### src/inc/dag_pkg.sv
// Package for the DMA channel address generator: offsets, fields, modes and carriers
package dag_pkg;

    // ****************************************
    // Register map
    // ****************************************
    localparam logic [3:0] ADDR_CHANNEL_CONTROL = 4'h0;
    localparam logic [3:0] ADDR_INDEX_SELECT = 4'h1;
    localparam logic [3:0] ADDR_SRC_START_LO = 4'h2;
    localparam logic [3:0] ADDR_SRC_START_HI = 4'h3;
    localparam logic [3:0] ADDR_DST_START_LO = 4'h4;
    localparam logic [3:0] ADDR_DST_START_HI = 4'h5;
    localparam logic [3:0] ADDR_SRC_NOW_LO = 4'h6;
    localparam logic [3:0] ADDR_SRC_NOW_HI = 4'h7;
    localparam logic [3:0] ADDR_DST_NOW_LO = 4'h8;
    localparam logic [3:0] ADDR_DST_NOW_HI = 4'h9;

    // ****************************************
    // Field positions and reset values
    // ****************************************
    localparam int DEST_MODE_LSB = 14;
    localparam int SRC_MODE_LSB = 12;
    localparam int KEEP_ZERO_BIT = 10;
    localparam logic [15:0] CHANNEL_CONTROL_RESET = 16'h0000;
    localparam logic [15:0] READ_UNMAPPED = 16'h0000;
    localparam logic [31:0] ADDR_RESET = 32'h0000_0000;

    // ****************************************
    // Step sizes per data type
    // ****************************************
    localparam logic [31:0] STEP_8BIT = 32'h0000_0001;
    localparam logic [31:0] STEP_16BIT = 32'h0000_0002;
    localparam logic [31:0] STEP_32BIT = 32'h0000_0004;

    typedef enum logic [1:0] {
        MODE_CONSTANT = 2'h0,
        MODE_POST_INC = 2'h1,
        MODE_SINGLE_INDEX = 2'h2,
        MODE_DOUBLE_INDEX = 2'h3
    } dag_mode_type;

    typedef enum logic [1:0] {
        DATA_8BIT = 2'h0,
        DATA_16BIT = 2'h1,
        DATA_32BIT = 2'h2
    } dag_data_type;

    // Working configuration handed over by the sequencer
    typedef struct packed {
        dag_data_type data_type;
        logic [15:0] src_element_step;
        logic [15:0] src_frame_step;
        logic [15:0] dest_element_step;
        logic [15:0] dest_frame_step;
    } dag_config_type;

    // Element-complete and start-load events from the sequencer
    typedef struct packed {
        logic element_done;
        logic last_in_frame;
        logic load_start;
    } dag_event_type;

endpackage

### src/core/dag_address_generator.sv
// DMA channel address generator: per-port address update after each element
//
// Decided for this implementation: the plain strobed port and the register addresses.
`timescale 1ns/1ps
`default_nettype none

module dag_address_generator #(
    parameter int ADDR_W = 32
) (
    // Clock and reset
    input wire logic clk,
    input wire logic rst_b,
    // Register port
    input wire logic [3:0] reg_addr,
    input wire logic [15:0] reg_wdata,
    input wire logic reg_wr,
    input wire logic reg_rd,
    output logic [15:0] reg_rdata,
    // Sequencer side
    input wire dag_pkg::dag_config_type cfg,
    input wire dag_pkg::dag_event_type evt,
    // Addresses to the ports
    output logic [ADDR_W-1:0] src_addr,
    output logic [ADDR_W-1:0] dest_addr
);

    // ****************************************
    // Registers
    // ****************************************
    logic [15:0] channel_control_ff;
    logic index_register_select_ff;
    logic [ADDR_W-1:0] src_start_ff;
    logic [ADDR_W-1:0] dst_start_ff;
    logic [ADDR_W-1:0] src_addr_ff;
    logic [ADDR_W-1:0] dst_addr_ff;
    logic [15:0] reg_rdata_ff;
    logic [ADDR_W-1:0] nxt_src_addr;
    logic [ADDR_W-1:0] nxt_dst_addr;

    // Sign-extend a 16-bit index so negative strides walk backwards
    function automatic logic [ADDR_W-1:0] sext(input logic [15:0] v);
        sext = ADDR_W'({{(32 - 16){v[15]}}, v});
    endfunction

    // Step for one port, shared by both ports
    function automatic logic [ADDR_W-1:0] step_of(
        input logic [1:0] mode,
        input dag_pkg::dag_data_type dt,
        input logic [15:0] elem,
        input logic [15:0] frame,
        input logic last
    );
        logic [ADDR_W-1:0] s;
        s = '0;
        unique case (mode)
            dag_pkg::MODE_CONSTANT: s = '0;
            dag_pkg::MODE_POST_INC: begin
                unique case (dt)
                    dag_pkg::DATA_8BIT: s = ADDR_W'(dag_pkg::STEP_8BIT);
                    dag_pkg::DATA_16BIT: s = ADDR_W'(dag_pkg::STEP_16BIT);
                    dag_pkg::DATA_32BIT: s = ADDR_W'(dag_pkg::STEP_32BIT);
                    default: s = ADDR_W'(dag_pkg::STEP_8BIT);
                endcase
            end
            dag_pkg::MODE_SINGLE_INDEX: s = sext(elem);
            dag_pkg::MODE_DOUBLE_INDEX: s = last ? sext(frame) : sext(elem);
        endcase
        step_of = s;
    endfunction

    // ****************************************
    // Register writes
    // ****************************************
    // Bit 10 is stored as written; keeping it zero is software's job
    always_ff @(posedge clk or negedge rst_b) begin
        if (!rst_b) begin
            channel_control_ff <= dag_pkg::CHANNEL_CONTROL_RESET;
            index_register_select_ff <= 1'b0;
            src_start_ff <= ADDR_W'(dag_pkg::ADDR_RESET);
            dst_start_ff <= ADDR_W'(dag_pkg::ADDR_RESET);
        end else if (reg_wr) begin
            unique case (reg_addr)
                dag_pkg::ADDR_CHANNEL_CONTROL: channel_control_ff <= reg_wdata;
                dag_pkg::ADDR_INDEX_SELECT: index_register_select_ff <= reg_wdata[0];
                dag_pkg::ADDR_SRC_START_LO: src_start_ff[15:0] <= reg_wdata;
                dag_pkg::ADDR_SRC_START_HI: src_start_ff[ADDR_W-1:16] <= reg_wdata[ADDR_W-17:0];
                dag_pkg::ADDR_DST_START_LO: dst_start_ff[15:0] <= reg_wdata;
                dag_pkg::ADDR_DST_START_HI: dst_start_ff[ADDR_W-1:16] <= reg_wdata[ADDR_W-17:0];
                default: ;
            endcase
        end
    end

    // ****************************************
    // Next addresses
    // ****************************************
    logic [1:0] dest_addr_update_mode;
    logic [1:0] src_addr_update_mode;
    logic [15:0] dest_element_step;
    logic [15:0] dest_frame_step;

    assign dest_addr_update_mode = channel_control_ff[dag_pkg::DEST_MODE_LSB +: 2];
    assign src_addr_update_mode = channel_control_ff[dag_pkg::SRC_MODE_LSB +: 2];
    // Shared mode reuses the source indexes for the write side
    assign dest_element_step = index_register_select_ff ? cfg.dest_element_step
                                                        : cfg.src_element_step;
    assign dest_frame_step = index_register_select_ff ? cfg.dest_frame_step
                                                      : cfg.src_frame_step;

    always_comb begin
        nxt_src_addr = src_addr_ff + step_of(src_addr_update_mode, cfg.data_type,
            cfg.src_element_step, cfg.src_frame_step, evt.last_in_frame);
        nxt_dst_addr = dst_addr_ff + step_of(dest_addr_update_mode, cfg.data_type,
            dest_element_step, dest_frame_step, evt.last_in_frame);
    end

    // Address registers show the element about to move until the strobe, so at the
    // end of a transfer they hold the address one step past the last element
    always_ff @(posedge clk or negedge rst_b) begin
        if (!rst_b) begin
            src_addr_ff <= ADDR_W'(dag_pkg::ADDR_RESET);
            dst_addr_ff <= ADDR_W'(dag_pkg::ADDR_RESET);
        end else if (evt.load_start) begin
            src_addr_ff <= src_start_ff;
            dst_addr_ff <= dst_start_ff;
        end else if (evt.element_done) begin
            src_addr_ff <= nxt_src_addr;
            dst_addr_ff <= nxt_dst_addr;
        end
    end

    // ****************************************
    // Register reads
    // ****************************************
    always_ff @(posedge clk or negedge rst_b) begin
        if (!rst_b) begin
            reg_rdata_ff <= dag_pkg::READ_UNMAPPED;
        end else if (reg_rd) begin
            unique case (reg_addr)
                dag_pkg::ADDR_CHANNEL_CONTROL: reg_rdata_ff <= channel_control_ff;
                dag_pkg::ADDR_INDEX_SELECT: reg_rdata_ff <= {15'h0000, index_register_select_ff};
                dag_pkg::ADDR_SRC_START_LO: reg_rdata_ff <= src_start_ff[15:0];
                dag_pkg::ADDR_SRC_START_HI: reg_rdata_ff <= src_start_ff[31:16];
                dag_pkg::ADDR_DST_START_LO: reg_rdata_ff <= dst_start_ff[15:0];
                dag_pkg::ADDR_DST_START_HI: reg_rdata_ff <= dst_start_ff[31:16];
                dag_pkg::ADDR_SRC_NOW_LO: reg_rdata_ff <= src_addr_ff[15:0];
                dag_pkg::ADDR_SRC_NOW_HI: reg_rdata_ff <= src_addr_ff[31:16];
                dag_pkg::ADDR_DST_NOW_LO: reg_rdata_ff <= dst_addr_ff[15:0];
                dag_pkg::ADDR_DST_NOW_HI: reg_rdata_ff <= dst_addr_ff[31:16];
                default: reg_rdata_ff <= dag_pkg::READ_UNMAPPED;
            endcase
        end else begin
            reg_rdata_ff <= dag_pkg::READ_UNMAPPED;
        end
    end

    assign reg_rdata = reg_rdata_ff;
    assign src_addr = src_addr_ff;
    assign dest_addr = dst_addr_ff;

endmodule

`default_nettype wire

### config.mk
export PLATFORM = sky130hd
export DESIGN_NAME = dag_address_generator
export DESIGN_NICKNAME = d
export VERILOG_FILES = /design/src/inc/dag_pkg.sv /design/src/core/dag_address_generator.sv
export SDC_FILE = /design/constraint.sdc
export NUM_CORES = 1
export LEC_CHECK = 0
export BUFFER_PORTS_ARGS = -buffer_cell sky130_fd_sc_hd__buf_2
export CORE_MARGIN = 2
export CORE_UTILIZATION = 40
export CTS_BUF_LIST = sky130_fd_sc_hd__clkbuf_4 sky130_fd_sc_hd__clkbuf_8
export DETAILED_ROUTE_END_ITERATION = 7
export PLACE_DENSITY_LB_ADDON = 0.2
export SYNTH_ARGS = -nofsm -noshare
export SYNTH_HDL_FRONTEND = slang
export SYNTH_SLANG_ARGS = --single-unit
### constraint.sdc
create_clock -name clk -period 4.8 [get_ports clk]
set_clock_uncertainty 0.15 [all_clocks]
set_input_delay 0.24 -clock clk [delete_from_list [all_inputs] [get_ports clk]]
set_output_delay 0.24 -clock clk [all_outputs]
set_load 0.02 [all_outputs]
### Word level (Yosys, flattened, before mapping)

Cells that the tools add are included.

| word-level totals | value |
|---|---|
| bits of input ports | 93 |
| register bits after elaboration | 161 |

| operators by class | value |
|---|---|
| equal/unequal tests | 17 |
| multiplexer cells | 13 |
| reductions and logical operators | 10 |
| $add $sub $neg | 2 |

Operators by type and width:

| cell | number |
|---|---|
| $pmux W32 S4 | 2 |
| $mux W32 | 6 |
| $pmux W16 S10 | 1 |
| $add A32 B32 Y32 | 2 |
| $mux W16 | 3 |
| $eq A4 B3 Y1 const B | 4 |
| $reduce_and A2 Y1 | 6 |
| $eq A2 B2 Y1 const B | 5 |
| $eq A4 B2 Y1 const B | 2 |
| $eq A4 B4 Y1 const B | 2 |
| $eq A2 B1 Y1 const B | 3 |
| $pmux W3 S2 | 1 |
| $eq A4 B1 Y1 const B | 1 |
| $logic_not A2 Y1 | 2 |
| $logic_not A4 Y1 | 1 |
| $reduce_bool A2 Y1 | 1 |

### Logic depth before layout (Yosys ltp)

| logic depth | value |
|---|---|
| depth after elaboration | 6 |
| gate-level depth with buffers | 18 |
| gate-level depth less buffers | 18 |

### Least setup slack after synthesis

OpenSTA, ideal clock, no wires.

| timing path | value |
|---|---|
| kind | in2reg |
| start | in evt[1] (netlist bit) |
| end | reg src_addr_ff[29] (netlist: src_addr[29]) |
| data required time | 4.516 ns |
| cell stages on the path | 14 |
| setup slack | 0.762 ns |
| data arrival time | 3.754 ns |
| cell sequence | clkbuf_1 and2_1 nand2_1 a21boi_0 ha_1 a21o_1 a21o_1 a21boi_0 o31ai_1 a21oi_1 o21ai_0 a221oi_1 xor2_1 o21ai_0 |

| between the ends | value |
|---|---|
| longest elaborated chain between the ends | 5 |

RTL lines:

| item | line | RTL |
|---|---|---|
| from (decl) | dag_address_generator.sv:21 | `input wire dag_pkg::dag_event_type evt,` |
| $mux W32 | dag_address_generator.sv:66 | `dag_pkg::MODE_DOUBLE_INDEX: s = last ? sext(frame) : sext(elem);` |
| $pmux W32 S4 | dag_address_generator.sv:55 | `unique case (mode)` |
| $add A32 B32 Y32 | dag_address_generator.sv:111 | `nxt_src_addr = src_addr_ff + step_of(src_addr_update_mode, cfg.data_type,` |
| $mux W32 | dag_address_generator.sv:126 | `end else if (evt.element_done) begin` |
| $mux W32 | dag_address_generator.sv:123 | `end else if (evt.load_start) begin` |
| to (signal assigned) | dag_address_generator.sv:121 | `src_addr_ff <= ADDR_W'(dag_pkg::ADDR_RESET);` |
| to (signal assigned) | dag_address_generator.sv:124 | `src_addr_ff <= src_start_ff;` |
| to (signal assigned) | dag_address_generator.sv:127 | `src_addr_ff <= nxt_src_addr;` |
| to (decl) | dag_address_generator.sv:34 | `logic [ADDR_W-1:0] src_addr_ff;` |

No other way between the ends. The select of a mux whose other input is x is not followed.
A chain may end at the register's enable or synchronous reset.

### Final worst setup path

| timing path | value |
|---|---|
| start | reg channel_control_ff[12] |
| end | reg src_addr_ff[28] (netlist: src_addr[28]) |

| between the ends | value |
|---|---|
| longest elaborated chain between the ends | 5 |

RTL lines:

| item | line | RTL |
|---|---|---|
| from (decl) | dag_address_generator.sv:30 | `logic [15:0] channel_control_ff;` |
| from (signal assigned) | dag_address_generator.sv:77 | `channel_control_ff <= dag_pkg::CHANNEL_CONTROL_RESET;` |
| from (signal assigned) | dag_address_generator.sv:83 | `dag_pkg::ADDR_CHANNEL_CONTROL: channel_control_ff <= reg_wdata;` |
| $eq A2 B2 Y1 (tied with other cells) | dag_address_generator.sv:55 |  |
| $pmux W32 S4 (*) | dag_address_generator.sv:55 |  |
| $add A32 B32 Y32 (*) | dag_address_generator.sv:111 |  |
| $mux W32 (*) | dag_address_generator.sv:126 |  |
| $mux W32 (*) | dag_address_generator.sv:123 |  |

Every way passes the cells marked *; elsewhere a longest branch is shown, timed or not. The select of a mux whose other input is x is not followed.

==> impl_metrics.toml <==
[timing]
hold_viol = 0
fmax_mhz = 241
setup_tns_ns = 0
setup_slack_ns = 0.648
drv_slew = 0
period_share_pct = 86.5
slew_headroom_pct = 35.2
tightest_slew_ns = 0.969
fin_crit_ns = 4.15
rsz0062_at_grt = "false"
setup_viol = 0

[worst_setup_path]
cp_common_cell = "a31oi_1"
startpoint = "channel_control_ff[12]"
cp.required_ns = 5.02
critPathKind = "register to register"
endpoint_kind = "register"
rr_worst_depth = 14
cpPeakStageDelay_ns = 0.51
rr_startpoint = "channel_control_ff[12]"
worstReg2RegEnd = "src_addr[28]"
worst_setup_path_start_kind = "register"
r2r_slack_ns = 0.65
cp_slowest_cell = "dfrtp_1"
cp_cell_sequence = "nand2_1, a32o_1, ha_1, fa_1, a21o_1, a21oi_1, o21bai_1, a31oi_1, buf_4, o2111ai_2, a31oi_1, o41ai_1, mux2i_1, a211o_1"
critPathMaxFanout = 16
cp_data_arrival_time_ns = 4.37

[die]
row_count = 61
die_area_um2 = 29600
io_pins = 173
core_area_um2 = 27800
die_y_um = 172
fp.dieW_um = 172
initial_utilization_pct = 40.6

[clock_tree]
cts_htree_levels = 4
clk_pin_slew_ns = 0.09
cts_resized = 0
tritoncts = "done"
cts_made_buffers = 17
clk_latency_ns = 0.48
cts.sinks = 161
cts_root_buffer = "clkbuf_8"
clockBufferDepth = 2

[hold_path]
hold_end = "index_register_select_ff"
holdPathStages = 3
hp-start = "reg_wr"
hold_class = "primary input to register"

[detailed_routing]
routedWlPerCell_um = 23.6
ant_nets = 0
num_vias = 10723
first_pass_iters = 7
wl_mm = 41.9
via_per_inst = 6.05
drc_errors = 0
drtIter0Drc = 973

[placement]
dp_hpwl_mm = 31.6
dpl.cell_count = 1724
portBuffers = 172
gp_congestion = 0.964
dp_slack_ns = 0.680

[synthesis]
synth_flop_cell = "dfrtp_1"
post_synth.cell_area_avg_um2 = 9.30
ys_top_cells_by_count = "161 x dfrtp_1, 125 x nand2_1, 89 x mux2_2"
synth_edf_count = 0
yosys.cell_types.count = 63
netlist_area_um2 = 11300
synth-seq-cells = 161
yosysMostFrequentCell = "dfrtp_1"
ys_seq_area_share_pct = 35.7
async_flop_share_pct = 100
yosysWarnings = 0
yosys.area.top_type = "dfrtp_1"
ys_top_cells_by_area = "dfrtp_1 36%, mux2_2 8.9%, ha_1 7.1%, mux2i_1 5.0%, nand2_1 4.2%"
syn_nets = 1373
synth_top_area_share_pct = 35.7
synthCells = 1214

[job]
maxCapViolCount = 0

[grt]
grt_use_met2_pct = 43.8
grt.busiest_layer = "met2"
overflow = 0
grt_pass1_vias = 9922
antenna_found_initial = 0
grt_pass1_wl_mm = 61.8
grt_max_degree = 111
track_usage_pct = 28.1
met1_usage_pct = 40.0
grt_util_met3_pct = 5.10

[pwr]
total_leakage_power_nw = 6.21
ir_drop_mv = 0.198
p_per_area_nw_per_um2 = 466

[final_layout]
stdcell_count = 1772
postLayoutCoreUtil_pct = 47.4
syn_to_final_growth_pct = 16.6
drive_gt1_share_pct = 23.9
antenna_cells = 0
finish.net_count = 1540

[run_status]
status = "finished clean"
==> worst max path at each step <==
stage / end / slack [ns] / depth (start not counted)
2_1_floorplan: src_addr[29] / 0.76 / 14
3_3_place_gp: dest_addr[29] / 0.75 / 13
3_5_place_dp: src_addr[28] / 0.68 / 14
4_1_cts: src_addr[28] / 0.66 / 14
5_1_grt: dest_addr[24] / 0.38 / 16
6_report: src_addr[28] / 0.65 / 14
==> registers in the layout, summed over array words and instances (netlist names) <==
name                      flops
src_start_ff                 32
reg_rdata                    16
dst_start_ff                 32
index_register_select_ff      1
dest_addr                    32
channel_control_ff           16
src_addr                     32
==> what timing repair did <==
item,CTS,global route
setup buffers,0,0
hold buffers,16,0
endpoints found under the hold margin,123,0
==> cells in the final DEF (no fill, tap or decap), types with 17 or more instances in the layout <==
| cell | instances |
|---|---|
| a22oi_1 | 33 |
| ha_1 | 64 |
| buf_2 | 171 |
| a21o_1 | 34 |
| o21ai_0 | 66 |
| nand2_1 | 125 |
| clkbuf_8 | 17 |
| nand3_1 | 35 |
| dfrtp_1 | 160 |
| inv_1 | 25 |
| mux2_2 | 89 |
| and3_1 | 23 |
| a21oi_1 | 82 |
| nor2_1 | 53 |
| a31oi_1 | 20 |
| xnor2_1 | 25 |
| mux2i_1 | 56 |
| nor3_1 | 18 |
| buf_4 | 25 |
| o21a_1 | 20 |
| o22ai_1 | 18 |
==> kinds of logic after synthesis <==
group	Yosys count	share of synthesized area (%)
AOI/OAI and AO/OA	406	24.5
xor gates and xnor gates	36	2.79
adders and majority gates	66	7.45
buffers and inverters	93	3.09
DFF	161	35.7
muxes	145	13.8
and+or+nand+nor	307	12.6
==> through the flow <==
stage,hold slack (ns),power (mW),instance area [um^2]
final,0.0231,6.14,13200
after global routing,0.0194,6.52,13200
after CTS,0.00434,6.11,13200
after detailed placement,0.0859,5.07,12600
after global placement,0.0851,5.04,12600
after floorplan,-0.206,4.04,11300
==> cell type report <==
| type | count | area, um^2 |
|---|---|---|
| fillers | 2764 | 14600 |
| clock buffers | 17 | 234 |
| multi-input cells | 960 | 6930 |
| repair buffers | 214 | 1230 |
| well taps | 378 | 473 |
| inverters | 27 | 101 |
| flip-flops and latches | 161 | 4030 |
| clock inverters | 15 | 159 |
==> where the power goes <==
part | switching [mW] | internal (mW) | total (mW)
clock | 0.561 | 0.467 | 1.03
sequential | 0.543 | 1.69 | 2.23
combinational | 1.68 | 1.20 | 2.88
total | 2.78 | 3.36 | 6.14
==> routing by layer <==
metal  vias up  routed length, um  share of wire (%)
met5         -                  0                  0
met4         0               1090                2.6
met3        68               3530                8.4
met2       491              18700                 45
met1      5246              18500                 44
li1       4918                  -                  -
==> critical path, delay by kind of cell (launching register included) <==
| family | cells | cell delay [ns] |
|---|---|---|
| and+or+nand+nor | 1 | 0.42 |
| DFF | 1 | 0.51 |
| muxes | 1 | 0.13 |
| buffers and inverters | 1 | 0.18 |
| AOI/OAI and AO/OA | 9 | 1.98 |
| adders and majority gates | 2 | 0.68 |
Note: power is estimated with default switching activity, not from simulation.
